[src/rtl/sport_pkg.sv]
/*
 * Shared constants and types of the serial port: register map, control
 * layout, pin bundles and mode enumerations.
 * Assumes a 125 MHz pclk, which is also the timing base of the port.
 */
package sport_pkg;

	// register byte offsets
	localparam logic [11:0] CTRL_OFF = 12'h000;
	localparam logic [11:0] TXDATA_OFF = 12'h004;
	localparam logic [11:0] RXDATA_OFF = 12'h008;
	localparam logic [11:0] STATUS_OFF = 12'h00C;

	// status bit positions
	localparam int STAT_TX_SPACE = 0;
	localparam int STAT_TX_EMPTY = 1;
	localparam int STAT_TX_BUSY = 2;
	localparam int STAT_RX_VALID = 3;

	// timing base
	localparam int CLK_MHZ = 125;
	localparam int TX_EXT_NS = 16;
	localparam logic [1:0] TX_EXT_CYCLES = 2'((TX_EXT_NS * CLK_MHZ + 999) / 1000);

	typedef enum logic [1:0] {SRC_CPU, SRC_TX_PIN, SRC_RX_PIN} src_e;
	typedef enum logic [1:0] {TX_IDLE, TX_DELAY, TX_SHIFT} tx_state_e;
	typedef enum logic [1:0] {RX_IDLE, RX_DELAY, RX_SHIFT} rx_state_e;

	// control register, lsb first from the bottom of the list
	typedef struct packed {
		logic [1:0] clock_source;
		logic enable;
		logic tx_output_enable_extend;
		logic [1:0] tx_data_delay_select;
		logic rx_sync_polarity;
		logic tx_sync_polarity;
		logic rx_clock_polarity;
		logic tx_clock_polarity;
		logic [7:0] rate_divider_value;
	} ctrl_s;

	localparam int CTRL_W = 18;
	localparam logic [17:0] CTRL_RST = 18'h00001;

	typedef struct packed {
		logic tx_shift_clock_pin;
		logic rx_shift_clock_pin;
		logic rx_frame_sync_pin;
		logic rx_serial_data_pin;
	} pin_in_s;

	typedef struct packed {
		logic tx_shift_clock_pin;
		logic tx_shift_clock_pin_oe;
		logic rx_shift_clock_pin;
		logic rx_shift_clock_pin_oe;
		logic tx_frame_sync_pin;
		logic tx_frame_sync_pin_oe;
		logic tx_serial_data_pin;
		logic tx_serial_data_pin_oe;
	} pin_out_s;

endpackage : sport_pkg

[src/rtl/rate_divider.sv]
/*
 * Rate generator: divides a tick stream into the shift clock and gives
 * one-cycle rise and fall markers aligned with the clock's edges.
 * Assumes tick is synchronous to pclk; tick is 1 for the CPU clock source.
 */
`timescale 1ns/10ps
module rate_divider #(
	parameter int DIV_W = 8
) (
	// clock and reset
	input wire logic pclk,
	input wire logic presetn,
	// control
	input wire logic tick,
	input wire logic [DIV_W-1:0] div,
	// generated clock
	output logic clkg,
	output logic rise,
	output logic fall
);
	import sport_pkg::*;

	initial
	begin
		if (DIV_W < 2 || DIV_W > 16)
			$error("rate_divider: DIV_W out of range");
	end

	typedef struct packed {
		logic [DIV_W-1:0] cnt;
		logic clkg;
		logic rise;
		logic fall;
	} div_s;

	div_s st_r;
	div_s st_nxt;
	logic [DIV_W-1:0] eff;
	logic [DIV_W-1:0] high_len;

	always_comb
	begin
		// a zero divider cannot be made from pclk flops; it runs as one
		eff = (div == '0) ? DIV_W'(1) : div;
		// period eff+1 ticks; high (eff>>1)+1 covers odd and even alike
		high_len = DIV_W'((eff >> 1) + 1'b1);
		st_nxt = st_r;
		st_nxt.rise = 1'b0;
		st_nxt.fall = 1'b0;
		if (tick)
		begin
			if (st_r.cnt >= eff)
			begin
				st_nxt.cnt = '0;
				st_nxt.clkg = 1'b1;
				st_nxt.rise = 1'b1;
			end
			else
			begin
				st_nxt.cnt = st_r.cnt + 1'b1;
				if (st_nxt.cnt == high_len)
				begin
					st_nxt.clkg = 1'b0;
					st_nxt.fall = 1'b1;
				end
			end
		end
	end

	always_ff @(posedge pclk or negedge presetn)
	begin
		if (!presetn)
			st_r <= '{cnt: '1, clkg: 1'b0, rise: 1'b0, fall: 1'b0};
		else
			st_r <= st_nxt;
	end

	assign clkg = st_r.clkg;
	assign rise = st_r.rise;
	assign fall = st_r.fall;

	// helper tick counters per phase, valid once a full phase was seen
	logic [DIV_W:0] hcnt;
	logic [DIV_W:0] lcnt;
	logic [DIV_W:0] hlast;
	logic seen;
	logic seen_1;
	logic [DIV_W-1:0] div_q;

	always_ff @(posedge pclk or negedge presetn)
	begin
		if (!presetn)
		begin
			hcnt <= '0;
			lcnt <= '0;
			hlast <= '0;
			seen <= 1'b0;
			seen_1 <= 1'b0;
			div_q <= '0;
		end
		else
		begin
			div_q <= div;
			// the period cut by a divider change may run long, so skip it
			if (div != div_q)
			begin
				seen <= 1'b0;
				seen_1 <= 1'b0;
			end
			else if (st_r.fall)
			begin
				seen <= seen_1;
				seen_1 <= 1'b1;
			end
			if (st_r.fall)
				hlast <= hcnt;
			hcnt <= st_r.fall ? '0 : hcnt + (DIV_W+1)'(st_r.clkg & tick);
			lcnt <= st_r.rise ? '0 : lcnt + (DIV_W+1)'(!st_r.clkg & tick);
		end
	end

	AST_HIGH_WIDTH: assert property (@(posedge pclk) disable iff (!presetn)
		st_r.fall && seen && div == div_q |-> hcnt == (DIV_W+1)'(high_len))
		else $error("shift clock high phase has wrong length");

	AST_LOW_WIDTH: assert property (@(posedge pclk) disable iff (!presetn)
		st_r.rise && seen && div == div_q |-> lcnt == (DIV_W+1)'(eff) + 1'b1 - high_len)
		else $error("shift clock low phase has wrong length");

	AST_PERIOD: assert property (@(posedge pclk) disable iff (!presetn)
		st_r.rise && seen && div == div_q |-> lcnt + hlast == (DIV_W+1)'(eff) + 1'b1)
		else $error("shift clock period differs from divider plus one");

endmodule : rate_divider

[src/rtl/word_buffer.sv]
/*
 * Small flop-based FIFO with valid/ready on both sides.
 * Assumes one clock; a full buffer drops in_ready so the writer stalls.
 */
`timescale 1ns/10ps
module word_buffer #(
	parameter int W = 16,
	parameter int DEPTH = 2
) (
	// clock and reset
	input wire logic pclk,
	input wire logic presetn,
	// fill side
	input wire logic in_valid,
	output logic in_ready,
	input wire logic [W-1:0] in_data,
	// drain side
	output logic out_valid,
	input wire logic out_ready,
	output logic [W-1:0] out_data
);
	import sport_pkg::*;

	localparam int PW = (DEPTH > 1) ? $clog2(DEPTH) : 1;

	initial
	begin
		if (DEPTH < 2 || (DEPTH & (DEPTH - 1)) != 0 || W < 1)
			$error("word_buffer: DEPTH must be a power of two >= 2");
	end

	typedef struct packed {
		logic [DEPTH-1:0][W-1:0] mem;
		logic [PW-1:0] wp;
		logic [PW-1:0] rp;
		logic [PW:0] cnt;
	} buf_s;

	buf_s st_r;
	buf_s st_nxt;
	logic push;
	logic pop;

	always_comb
	begin
		in_ready = st_r.cnt != (PW+1)'(DEPTH);
		out_valid = st_r.cnt != '0;
		out_data = st_r.mem[st_r.rp];
		push = in_valid && in_ready;
		pop = out_valid && out_ready;
		st_nxt = st_r;
		if (push)
		begin
			st_nxt.mem[st_r.wp] = in_data;
			st_nxt.wp = st_r.wp + 1'b1;
		end
		if (pop)
			st_nxt.rp = st_r.rp + 1'b1;
		st_nxt.cnt = st_r.cnt + (PW+1)'(push) - (PW+1)'(pop);
	end

	always_ff @(posedge pclk or negedge presetn)
	begin
		if (!presetn)
			st_r <= '0;
		else
			st_r <= st_nxt;
	end

endmodule : word_buffer

[src/rtl/buffered_serial_port.sv]
/*
 * Buffered serial port: APB registers, rate generator, transmit framer
 * with data delay and output-enable extension, receive sampler.
 * Assumes pclk is the CPU clock (2H = one cycle) and pins are buffered
 * outside from the output enables; pin inputs are asynchronous.
 */
// Register access over APB and the address map were decided locally.
`timescale 1ns/10ps
module buffered_serial_port #(
	parameter int WLEN = 16,
	parameter int AW = 12
) (
	// clock and reset
	input wire logic pclk,
	input wire logic presetn,
	// apb slave
	input wire logic psel,
	input wire logic penable,
	input wire logic pwrite,
	input wire logic [AW-1:0] paddr,
	input wire logic [31:0] pwdata,
	output logic [31:0] prdata,
	output logic pready,
	output logic pslverr,
	// serial pins
	input wire sport_pkg::pin_in_s pins_in,
	output sport_pkg::pin_out_s pins_out
);
	import sport_pkg::*;

	localparam int CW = $clog2(WLEN);

	initial
	begin
		if (WLEN < 2 || WLEN > 32 || AW < 4)
			$error("buffered_serial_port: WLEN must be 2..32, AW at least 4");
	end

	function automatic logic hit(input logic [AW-1:0] a, input logic [11:0] off);
		hit = a == AW'(off);
	endfunction : hit

	typedef struct packed {
		ctrl_s ctrl;
		logic [31:0] prdata;
		pin_in_s s1;
		pin_in_s s2;
		pin_in_s s3;
		tx_state_e tx_st;
		logic [1:0] tdcnt;
		logic [WLEN-1:0] tsh;
		logic [CW-1:0] tcnt;
		logic tbit;
		logic toe;
		logic [1:0] ext_cnt;
		logic fs;
		rx_state_e rx_st;
		logic [1:0] rdcnt;
		logic [WLEN-1:0] rsh;
		logic [CW-1:0] rcnt;
		logic [WLEN-1:0] rword;
		logic rvalid;
	} st_s;

	st_s st_r;
	st_s st_nxt;

	logic tick;
	logic clkg;
	logic rise;
	logic fall;
	logic acc;
	logic tx_wr;
	logic rx_rd;
	logic mapped;
	logic buf_ready;
	logic buf_valid;
	logic buf_pop;
	logic [WLEN-1:0] buf_word;
	logic launch;
	logic rtake;
	logic rfs;
	src_e src;

	// clock source select; an illegal code falls back to the CPU clock
	always_comb
	begin
		unique case (st_r.ctrl.clock_source)
			2'h1: src = SRC_TX_PIN;
			2'h2: src = SRC_RX_PIN;
			default: src = SRC_CPU;
		endcase
	end

	// a pin as generator input counts its synchronised rising edges
	always_comb
	begin
		unique case (src)
			SRC_TX_PIN: tick = st_r.s2.tx_shift_clock_pin & ~st_r.s3.tx_shift_clock_pin;
			SRC_RX_PIN: tick = st_r.s2.rx_shift_clock_pin & ~st_r.s3.rx_shift_clock_pin;
			SRC_CPU: tick = 1'b1;
		endcase
	end

	rate_divider #(
		.DIV_W(8)
	) u_div (
		.pclk(pclk),
		.presetn(presetn),
		.tick(tick),
		.div(st_r.ctrl.rate_divider_value),
		.clkg(clkg),
		.rise(rise),
		.fall(fall)
	);

	word_buffer #(
		.W(WLEN),
		.DEPTH(2)
	) u_txbuf (
		.pclk(pclk),
		.presetn(presetn),
		.in_valid(tx_wr),
		.in_ready(buf_ready),
		.in_data(pwdata[WLEN-1:0]),
		.out_valid(buf_valid),
		.out_ready(buf_pop),
		.out_data(buf_word)
	);

	always_comb
	begin
		acc = psel && penable;
		mapped = hit(paddr, CTRL_OFF) || hit(paddr, TXDATA_OFF)
			|| hit(paddr, RXDATA_OFF) || hit(paddr, STATUS_OFF);
		tx_wr = acc && pwrite && hit(paddr, TXDATA_OFF);
		// a full transmit buffer holds the write in its access phase
		pready = !(tx_wr && !buf_ready);
		pslverr = acc && !mapped;
		rx_rd = acc && !pwrite && hit(paddr, RXDATA_OFF);
		buf_pop = rise && st_r.ctrl.enable && st_r.tx_st == TX_IDLE && buf_valid;
		rfs = st_r.s2.rx_frame_sync_pin ^ st_r.ctrl.rx_sync_polarity;
	end

	always_comb
	begin
		st_nxt = st_r;
		launch = 1'b0;
		rtake = 1'b0;
		// pins pass two flops before any logic reads them
		st_nxt.s1 = pins_in;
		st_nxt.s2 = st_r.s1;
		st_nxt.s3 = st_r.s2;

		// read data is set up in the setup phase so reads need no wait
		if (psel && !penable && !pwrite)
		begin
			st_nxt.prdata = '0;
			if (hit(paddr, CTRL_OFF))
				st_nxt.prdata = 32'(st_r.ctrl);
			else if (hit(paddr, RXDATA_OFF))
				st_nxt.prdata = 32'(st_r.rword);
			else if (hit(paddr, STATUS_OFF))
			begin
				st_nxt.prdata[STAT_TX_SPACE] = buf_ready;
				st_nxt.prdata[STAT_TX_EMPTY] = !buf_valid;
				st_nxt.prdata[STAT_TX_BUSY] = st_r.tx_st != TX_IDLE;
				st_nxt.prdata[STAT_RX_VALID] = st_r.rvalid;
			end
		end
		if (acc && pwrite && hit(paddr, CTRL_OFF))
			st_nxt.ctrl = ctrl_s'(pwdata[CTRL_W-1:0]);

		// output-enable extension countdown
		if (st_r.ext_cnt != '0)
		begin
			st_nxt.ext_cnt = st_r.ext_cnt - 1'b1;
			if (st_r.ext_cnt == 2'h1)
				st_nxt.toe = 1'b1;
		end

		// transmit: all changes follow a rising shift clock edge
		if (rise)
		begin
			st_nxt.fs = 1'b0;
			unique case (st_r.tx_st)
				TX_IDLE:
				begin
					if (buf_pop)
					begin
						st_nxt.fs = 1'b1;
						st_nxt.tsh = buf_word;
						if (st_r.ctrl.tx_data_delay_select == 2'h0)
							launch = 1'b1;
						else
						begin
							st_nxt.tdcnt = st_r.ctrl.tx_data_delay_select - 1'b1;
							st_nxt.tx_st = TX_DELAY;
						end
					end
				end
				TX_DELAY:
				begin
					if (st_r.tdcnt == '0)
						launch = 1'b1;
					else
						st_nxt.tdcnt = st_r.tdcnt - 1'b1;
				end
				TX_SHIFT:
				begin
					if (st_r.tcnt == '0)
					begin
						st_nxt.toe = 1'b0;
						st_nxt.ext_cnt = '0;
						st_nxt.tx_st = TX_IDLE;
					end
					else
					begin
						st_nxt.tbit = st_r.tsh[WLEN-1];
						st_nxt.tsh = {st_r.tsh[WLEN-2:0], 1'b0};
						st_nxt.tcnt = st_r.tcnt - 1'b1;
					end
				end
			endcase
		end
		if (launch)
		begin
			st_nxt.tbit = st_nxt.tsh[WLEN-1];
			st_nxt.tsh = {st_nxt.tsh[WLEN-2:0], 1'b0};
			st_nxt.tcnt = CW'(WLEN - 1);
			st_nxt.tx_st = TX_SHIFT;
			if (st_r.ctrl.tx_output_enable_extend)
				st_nxt.ext_cnt = TX_EXT_CYCLES;
			else
				st_nxt.toe = 1'b1;
		end

		// receive: frame sync and data both taken on the falling edge
		if (fall)
		begin
			unique case (st_r.rx_st)
				RX_IDLE:
				begin
					if (st_r.ctrl.enable && rfs)
					begin
						st_nxt.rcnt = '0;
						if (st_r.ctrl.tx_data_delay_select == 2'h0)
							rtake = 1'b1;
						else
						begin
							st_nxt.rdcnt = st_r.ctrl.tx_data_delay_select - 1'b1;
							st_nxt.rx_st = RX_DELAY;
						end
					end
				end
				RX_DELAY:
				begin
					if (st_r.rdcnt == '0)
						rtake = 1'b1;
					else
						st_nxt.rdcnt = st_r.rdcnt - 1'b1;
				end
				RX_SHIFT: rtake = 1'b1;
			endcase
		end
		if (rtake)
		begin
			st_nxt.rsh = {st_nxt.rsh[WLEN-2:0], st_r.s2.rx_serial_data_pin};
			st_nxt.rx_st = RX_SHIFT;
			if (st_nxt.rcnt == CW'(WLEN - 1))
			begin
				st_nxt.rword = st_nxt.rsh;
				st_nxt.rx_st = RX_IDLE;
			end
			else
				st_nxt.rcnt = st_nxt.rcnt + 1'b1;
		end
		// a word completing in the reading cycle keeps the flag set
		st_nxt.rvalid = (st_r.rvalid && !rx_rd)
			|| (rtake && st_nxt.rx_st == RX_IDLE);
	end

	always_ff @(posedge pclk or negedge presetn)
	begin
		if (!presetn)
		begin
			st_r <= '0;
			st_r.ctrl <= ctrl_s'(CTRL_RST);
		end
		else
			st_r <= st_nxt;
	end

	always_comb
	begin
		prdata = st_r.prdata;
		// the generator output leaves on the pin that is not its input
		pins_out.tx_shift_clock_pin = clkg ^ st_r.ctrl.tx_clock_polarity;
		pins_out.tx_shift_clock_pin_oe = src != SRC_TX_PIN;
		pins_out.rx_shift_clock_pin = clkg ^ st_r.ctrl.rx_clock_polarity;
		pins_out.rx_shift_clock_pin_oe = src != SRC_RX_PIN;
		pins_out.tx_frame_sync_pin = st_r.fs ^ st_r.ctrl.tx_sync_polarity;
		pins_out.tx_frame_sync_pin_oe = 1'b1;
		pins_out.tx_serial_data_pin = st_r.tbit;
		pins_out.tx_serial_data_pin_oe = st_r.toe;
	end

	AST_FS_AFTER_RISE: assert property (@(posedge pclk) disable iff (!presetn)
		$changed(st_r.fs) |-> $past(rise))
		else $error("frame sync changed without a rising shift clock edge");

	AST_BIT_AFTER_RISE: assert property (@(posedge pclk) disable iff (!presetn)
		$changed(st_r.tbit) |-> $past(rise) && $past(st_r.tx_st) != TX_IDLE
			|| $past(st_r.ctrl.tx_data_delay_select) == 2'h0)
		else $error("data bit changed off a rising shift clock edge");

	AST_DLY0_FIRST: assert property (@(posedge pclk) disable iff (!presetn)
		$rose(st_r.fs) && st_r.tx_st == TX_SHIFT && !st_r.ctrl.tx_output_enable_extend
			|-> st_r.toe && st_r.tcnt == CW'(WLEN - 1))
		else $error("zero delay first bit not driven with frame sync");

	AST_DLY12_FIRST: assert property (@(posedge pclk) disable iff (!presetn)
		$rose(st_r.toe) && $past(st_r.tx_st) == TX_DELAY |-> $past(rise))
		else $error("delayed first bit not launched on a rising edge");

	AST_EXT_DELAY: assert property (@(posedge pclk) disable iff (!presetn)
		$rose(st_r.tx_st == TX_SHIFT) && st_r.ctrl.tx_output_enable_extend
			|-> !st_r.toe ##1 !st_r.toe ##1 st_r.toe)
		else $error("extended enable not two cycles late");

	AST_RELEASE: assert property (@(posedge pclk) disable iff (!presetn)
		rise && st_r.tx_st == TX_SHIFT && st_r.tcnt == '0 |=> !pins_out.tx_serial_data_pin_oe)
		else $error("data pin not released after last bit");

	AST_RX_ON_FALL: assert property (@(posedge pclk) disable iff (!presetn)
		$changed(st_r.rsh) |-> $past(fall))
		else $error("receive data taken off a falling edge");

	AST_RX_FS_ON_FALL: assert property (@(posedge pclk) disable iff (!presetn)
		$past(st_r.rx_st) == RX_IDLE && st_r.rx_st != RX_IDLE |-> $past(fall) && $past(rfs))
		else $error("receive frame start not on a falling edge with sync");

	AST_PIN_SOURCE: assert property (@(posedge pclk) disable iff (!presetn)
		src != SRC_CPU |-> pins_out.tx_shift_clock_pin_oe != pins_out.rx_shift_clock_pin_oe)
		else $error("common clock not driven on exactly one pin");

	COV_DLY0: cover property (@(posedge pclk) disable iff (!presetn)
		$rose(st_r.fs) && st_r.ctrl.tx_data_delay_select == 2'h0);
	COV_EXT: cover property (@(posedge pclk) disable iff (!presetn)
		$rose(st_r.toe) && st_r.ctrl.tx_output_enable_extend);
	COV_PIN_SRC: cover property (@(posedge pclk) disable iff (!presetn)
		rise && src == SRC_RX_PIN);
	COV_RX_WORD: cover property (@(posedge pclk) disable iff (!presetn)
		$rose(st_r.rvalid));

endmodule : buffered_serial_port

[config.mk]
export PLATFORM = sky130hd
export DESIGN_NAME = buffered_serial_port
export DESIGN_NICKNAME = d
export VERILOG_FILES = /design/src/rtl/sport_pkg.sv /design/src/rtl/rate_divider.sv /design/src/rtl/word_buffer.sv /design/src/rtl/buffered_serial_port.sv
export SDC_FILE = /design/constraint.sdc
export NUM_CORES = 1
export LEC_CHECK = 0
export BUFFER_PORTS_ARGS = -buffer_cell sky130_fd_sc_hd__buf_2
export CORE_ASPECT_RATIO = 1.25
export CORE_MARGIN = 3
export CORE_UTILIZATION = 63
export CTS_CLUSTER_SIZE = 16
export DETAILED_ROUTE_END_ITERATION = 12
export PLACE_DENSITY_LB_ADDON = 0.08
export SETUP_SLACK_MARGIN = 0.05
export SYNTH_ARGS = -nofsm -noshare
export SYNTH_HDL_FRONTEND = slang
export SYNTH_SLANG_ARGS = --single-unit
[constraint.sdc]
create_clock -name pclk -period 4.3 [get_ports pclk]
set_input_delay 0.645 -clock pclk [delete_from_list [all_inputs] [get_ports pclk]]
set_output_delay 0.645 -clock pclk [all_outputs]
set_load 0.02 [all_outputs]
==> results_dict.tcl, run 1 <==
set metrics [dict create \
    fill_cells 910 \
    max_freq_ghz 0.2989 \
    syn_area_um2 8150 \
    hold_viol 0 \
    ys.flop_type "dfrtp_1" \
    leakage_nw 4.339 \
    synth_seq_cells 162 \
    syn_inst 706 \
    final_common_cell "dfrtp_1" \
    vdd.ir_drop.worst_mv 0.2737 \
    cts_resized 0 \
    die_h_um 133.2 \
    cts_hold_buffers 0 \
    grt_pass1_wl_um 27870 \
    period_minus_slack_ps 3345 \
    setup_tns_ps 0 \
    wirelength_um 16660 \
    cts-root-buf "clkbuf_16" \
    numCtsBuffers 17 \
    drc_errors 0 \
    synth_area_per_cell_um2 11.54 \
    synth_area_leaders "dfrtp_1 (47%), mux2_2 (14%), ha_1 (3.8%), mux2i_1 (3.8%), buf_4 (3.3%)" \
    cellPowerDensity_nw_per_um2 411.4 \
    post-route-period-util 0.7779 \
    grtUsageTotal 0.2451 \
    post_drt_wl_per_cell_um 18.09 \
    synth_seq_area_share 0.4988 \
    die-area_um2 14350 \
    fin_util 0.7251 \
    ios 95 \
    htreeDepth 4 \
    mostFrequentLayoutCells "dfrtp_1 (153), mux2_2 (99), buf_2 (64)" \
    areaGrowthSynthToFinish_pct 10.19 \
    cts_buffer_depth 2 \
    coreArea_um2 12390 \
    num_rows 45 \
    vias 5431 \
    r2r_slack_ps 950 \
    die_x_um 107.7 \
    path_cells "nand2b_1 > or4b_1 > inv_2 > nand2_1 > a21oi_4 > a22o_1 > a221o_1" \
    max_stage_delay_ps 750 \
    maxSlewViolCount 0 \
    synth-async-reset-ratio 1.000 \
    setup_viol 0 \
    synth_edf_count 0 \
    hold_path_class "in -> async" \
    post_cts_buffers 0 \
    crit_type "reg -> reg" \
    hold_slack_ps 333.0 \
    dp_hpwl_um 11530 \
    antenna_found_initial 0 \
    grt_max_degree 99 \
    rsz0062_at_grt "false" \
    clkTransAtPathRegs_ps 60 \
    worstSetupStartpointType "register" \
    crit_buf_inv 1 \
    fin_total_pwr_mw 3.695 \
    diodes 0 \
    grt-ovfl-total 0 \
    yosysTopAreaCellShare 0.4698 \
    ys_types 63 \
    crit_family "simple AND/OR/NAND/NOR gates" \
    fin_worst_skew_ps 8.028 \
    slew_headroom 0.4024 \
    endpoint_kind "register" \
    grt_pass1_vias 5716 \
    yosysTopAreaCell "dfrtp_1" \
    start_util 0.6580 \
    worst-endpoint-required_ps 4640 \
    postRouteAntennaNets 0 \
    drt-vias-per-instance 5.897 \
    fin_nets 822 \
    status "finished clean" \
    port_buffers 65 \
    dr.first_iter.drc_count 212 \
    timing.max_cap.violations 0 \
    first_pass_iters 5 \
    drive_above_1_share 0.2959 \
    clk_latency_ps 420 \
    worstMarginPinSlew_ps 896.4 \
    crit_fanout 20 \
    worst_ep_arrival_time_ps 3690 \
    cts_num_sinks 162 \
    synth_warnings 0 \
    tritoncts "done" \
    cp_slowest_cell "or4b_1" \
    gp_congestion 0.8764 \
]
==> state kept, by name (all words and copies together), names as in the netlist, named ones only <==
name          flops
u_txbuf.st_r     36
st_nxt            8
prdata           18
pins_out          2
st_r             86
u_div.st_r        8
u_div.rise        1
u_div.fall        1
u_div.clkg        1
==> path summary, 6_finish.rpt <==
kind	startpoint	endpoint	cells past startpoint
worst max-delay path	st_r[68]$_DFFE_PN0P_	pins_out[1]$_DFFE_PN0P_	7
worst min-delay path	presetn	st_r[6]$_DFFE_PN0P_	1
worst max register to register	st_r[68]$_DFFE_PN0P_	pins_out[1]$_DFFE_PN0P_	7
worst min register to register	st_nxt[77]$_DFF_PN0_	st_nxt[73]$_DFF_PN0_	0
max in group asynchronous	presetn	st_r[114]$_DFFE_PN1P_	2
min in group pclk	pins_in[3]	st_nxt[77]$_DFF_PN0_	1
==> kinds of logic after synthesis <==
family,synth area share
multiplexers,0.1749
other,0.0009214
adder cells (fa/ha/maj),0.03838
flip-flops,0.4988
buffers and inverters,0.06816
AO/OA/AOI/OAI,0.09349
AND/OR/NAND/NOR,0.09579
XOR/XNOR,0.02963
==> power breakdown <==
part / internal [mW] / switching, mW
Clock: 0.958 / 0.584
Combinational: 0.204 / 0.271
Sequential: 1.61 / 0.0707
==> synthesized netlist by cell type (15+ instances only) <==
master and n:
dfrtp_1 153, mux2_2 99, nand2_1 46, nor2_1 38, buf_4 36, inv_1 34
mux2i_1 31, a21oi_1 29, ha_1 25, o21ai_0 18, clkbuf_1 17, o31ai_1 17
xnor2_1 17, a22oi_1 15
==> area by class of cell <==
type | count | area (um2) | share of cell area
inverter | 35 | 131.4 | 0.01463
clock inverter | 9 | 128.9 | 0.01435
tap | 164 | 205.2 | 0.02285
multi-input combinational | 457 | 3583 | 0.3990
clock buffer | 23 | 478.0 | 0.05322
sequential | 162 | 4065 | 0.4526
timing repair buffer | 71 | 389.1 | 0.04333
==> per-layer routing <==
layer,global-route usage,vias to the layer above,share of wire
met5,0,-,0
met4,0.09333,0,0.024
met3,0.04169,34,0.045
met2,0.4198,147,0.51
met1,0.3105,2733,0.42
li1,-,2517,-
==> worst reg2reg max path, stage by stage (launching register included) <==
cell and delay [ps]:
dfrtp_1 470, nand2b_1 470, or4b_1 750, inv_2 370
nand2_1 180, a21oi_4 600, a22o_1 260, a221o_1 180
==> per-stage QoR <==
stage               instances  setup slack, ps  instance area, um2
finish                    921            954.9                8981
CTS                       921             1001                8981
global route              921            767.8                8981
global placement          889             1136                8374
floorplan                 719             1681                8199
detailed placement        889             1079                8374
No activity file was read; power rests on OpenSTA's default activity.
==> run 2, diff against run 1 <==
CORE_UTILIZATION = 59   (was 63)
clock period = 3.25 ns   (was 4.3 ns; I/O delays follow)
==> run 2 against run 1 <==
Worst hold slack got worse by 310 ps. Register-to-register slack got worse by 590 ps. Sequential share of layout area decreased by 0.23 points. Core utilization decreased by 5.2 points. Cell area increased by 0.52%. Routed wire length decreased by 1.0%. Largest cell class unchanged. Critical endpoint is now u_div.st_r[8]$_DFFE_PN1P_.
==> results_dict.tcl, run 2 (synthesized netlist as in run 1, its figures left out) <==
set metrics [dict create \
    worstSetupStartpointType "register" \
    highest_layer "met4" \
    worst_r2r_endpoint "u_div.st_r[8]$_DFFE_PN1P_" \
    ff2ff_path_depth 8 \
    antenna_found_initial 0 \
    hold_path_class "in -> async" \
    drive_above_1_share 0.3081 \
    max_stage_delay_ps 510 \
    cp-startpoint "st_r[116]$_DFFE_PN0P_" \
    path_cells "nor4_1 > a41o_1 > ha_1 > nand2b_1 > a2111o_1 > a21o_1 > or2_2 > o41ai_1" \
    maxSlewViolCount 0 \
    diodes 0 \
    regArea_um2 4065 \
    fill_cells 1040 \
    hold_viol 0 \
    worstMarginPinSlew_ps 1169 \
    setup_tns_ps 0 \
    clkTransAtPathRegs_ps 70 \
    timing.max_cap.violations 0 \
    die_x_um 111.1 \
    crit_fanout 10 \
    wirelength_um 16490 \
    cts_buffer_depth 2 \
    grt-ovfl-total 0 \
    cp_slowest_cell "dfrtp_1" \
    met1_length_um 7218 \
    dp_hpwl_um 11690 \
    worst_ep_arrival_time_ps 3190 \
    cts_num_sinks 162 \
    vdd.ir_drop.worst_mv 0.3982 \
    cts_hold_buffers 0 \
    grt_max_degree 76 \
    post_drt_wl_per_cell_um 17.60 \
    die_h_um 137.4 \
    areaGrowthSynthToFinish_pct 10.76 \
    setup_viol 0 \
    mostFrequentLayoutCells "dfrtp_1 (153), mux2_2 (99), buf_2 (64)" \
    die-area_um2 15270 \
    final_common_cell "dfrtp_1" \
    tritoncts "done" \
    largest_register "st_r" \
    max_freq_ghz 0.3468 \
    route.met3.wl_um 674 \
    num_rows 47 \
    ios 95 \
    port_buffers 65 \
    gp_congestion 0.8277 \
    multiInputGateArea_um2 3583 \
    timing.rr.start "st_r[116]$_DFFE_PN0P_" \
    pre_cts_ws_ps 430.8 \
    coreArea_um2 13410 \
    start_util 0.6079 \
    vias 5340 \
    crit_type "reg -> reg" \
    cts_resized 0 \
    largest_reg_flops 86 \
    clk_latency_ps 420 \
    period_minus_slack_ps 2883 \
    setup_slack_ps 366.9 \
    grt_pass1_wl_um 27550 \
    r2r_slack_ps 370 \
    post-route-period-util 0.8871 \
    fin_nets 831 \
    slew_headroom 0.2176 \
    numCtsBuffers 17 \
    status "finished clean" \
    grtUsageTotal 0.2256 \
    wl_met2_um 8386 \
    leakage_nw 4.370 \
    postRouteAntennaNets 0 \
    first_pass_iters 4 \
    fin_worst_skew_ps 10.21 \
    rsz0062_at_grt "false" \
    dr.first_iter.drc_count 261 \
    cts-root-buf "clkbuf_16" \
    drt-vias-per-instance 5.699 \
    cellPowerDensity_nw_per_um2 532.7 \
    worst-endpoint-required_ps 3560 \
    post_cts_buffers 0 \
    grt_pass1_vias 5456 \
    htreeDepth 4 \
    endpoint_kind "register" \
    drc_errors 0 \
]
-- run 2: changes by cell type in the layout (fill, tap and decap cells not counted) --
cell        previous run  this run
buf_4                  5        14
inv_6                  0         5
clkbuf_1               3         0
bufinv_16              3         1
clkbuf_8               3         2
clkinv_2               3         2
clkinv_4               1         2
clkinvlp_4             2         3
-- run 2: worst max-delay path by stage --
stage,endpoint,cells past startpoint
final,u_div.st_r[8]$_DFFE_PN1P_,8
after global routing,u_div.st_r[8]$_DFFE_PN1P_,8
after CTS,u_div.st_r[8]$_DFFE_PN1P_,8
after detailed placement,u_div.st_r[8]$_DFFE_PN1P_,8
after global placement,u_div.st_r[10]$_DFFE_PN1P_,8
after floorplan,u_div.st_r[8]$_DFFE_PN1P_,10
-- run 2: critical path: cells and delay by family, from the launching register on --
family                     cells  cell delay (ps)
AOI/OAI and AO/OA              4             1220
adders and majority gates      1              210
DFF                            1              510
and+or+nand+nor                3              850
-- run 2: where the power goes --
group	leakage (nW)	switching, mW	internal, mW	total, mW
clock	0.277	0.839	1.11	1.95
combinational	1.91	0.366	0.276	0.642
sequential	2.19	0.0953	2.12	2.22
-- run 2: per-layer routing --
metal	GRT usage	vias up
met4	0.07099	0
met3	0.04086	13
met2	0.3829	115
met5	0	-
met1	0.2985	2666
li1	-	2546
-- run 2: per-stage QoR --
stage,hold WS [ps],area (um2),instances,util,total power [mW]
6_report,18.72,9027,937,0.6733,4.809
5_1_grt,47.83,9027,937,0.6733,5.006
4_1_cts,37.66,9027,937,0.6733,4.847
3_5_place_dp,335.5,8451,905,0.6303,2.893
3_3_place_gp,331.2,8451,905,0.6303,2.859
2_1_floorplan,191.9,8199,719,-,2.692
-- run 2: area by class of cell --
class / count / area share
timing repair buffer: 80 / 0.05059
clock inverter: 13 / 0.01372
sequential: 162 / 0.4503
clock buffer: 19 / 0.05017
inverter: 35 / 0.01455
multi-input combinational: 457 / 0.3970
tap: 171 / 0.02370
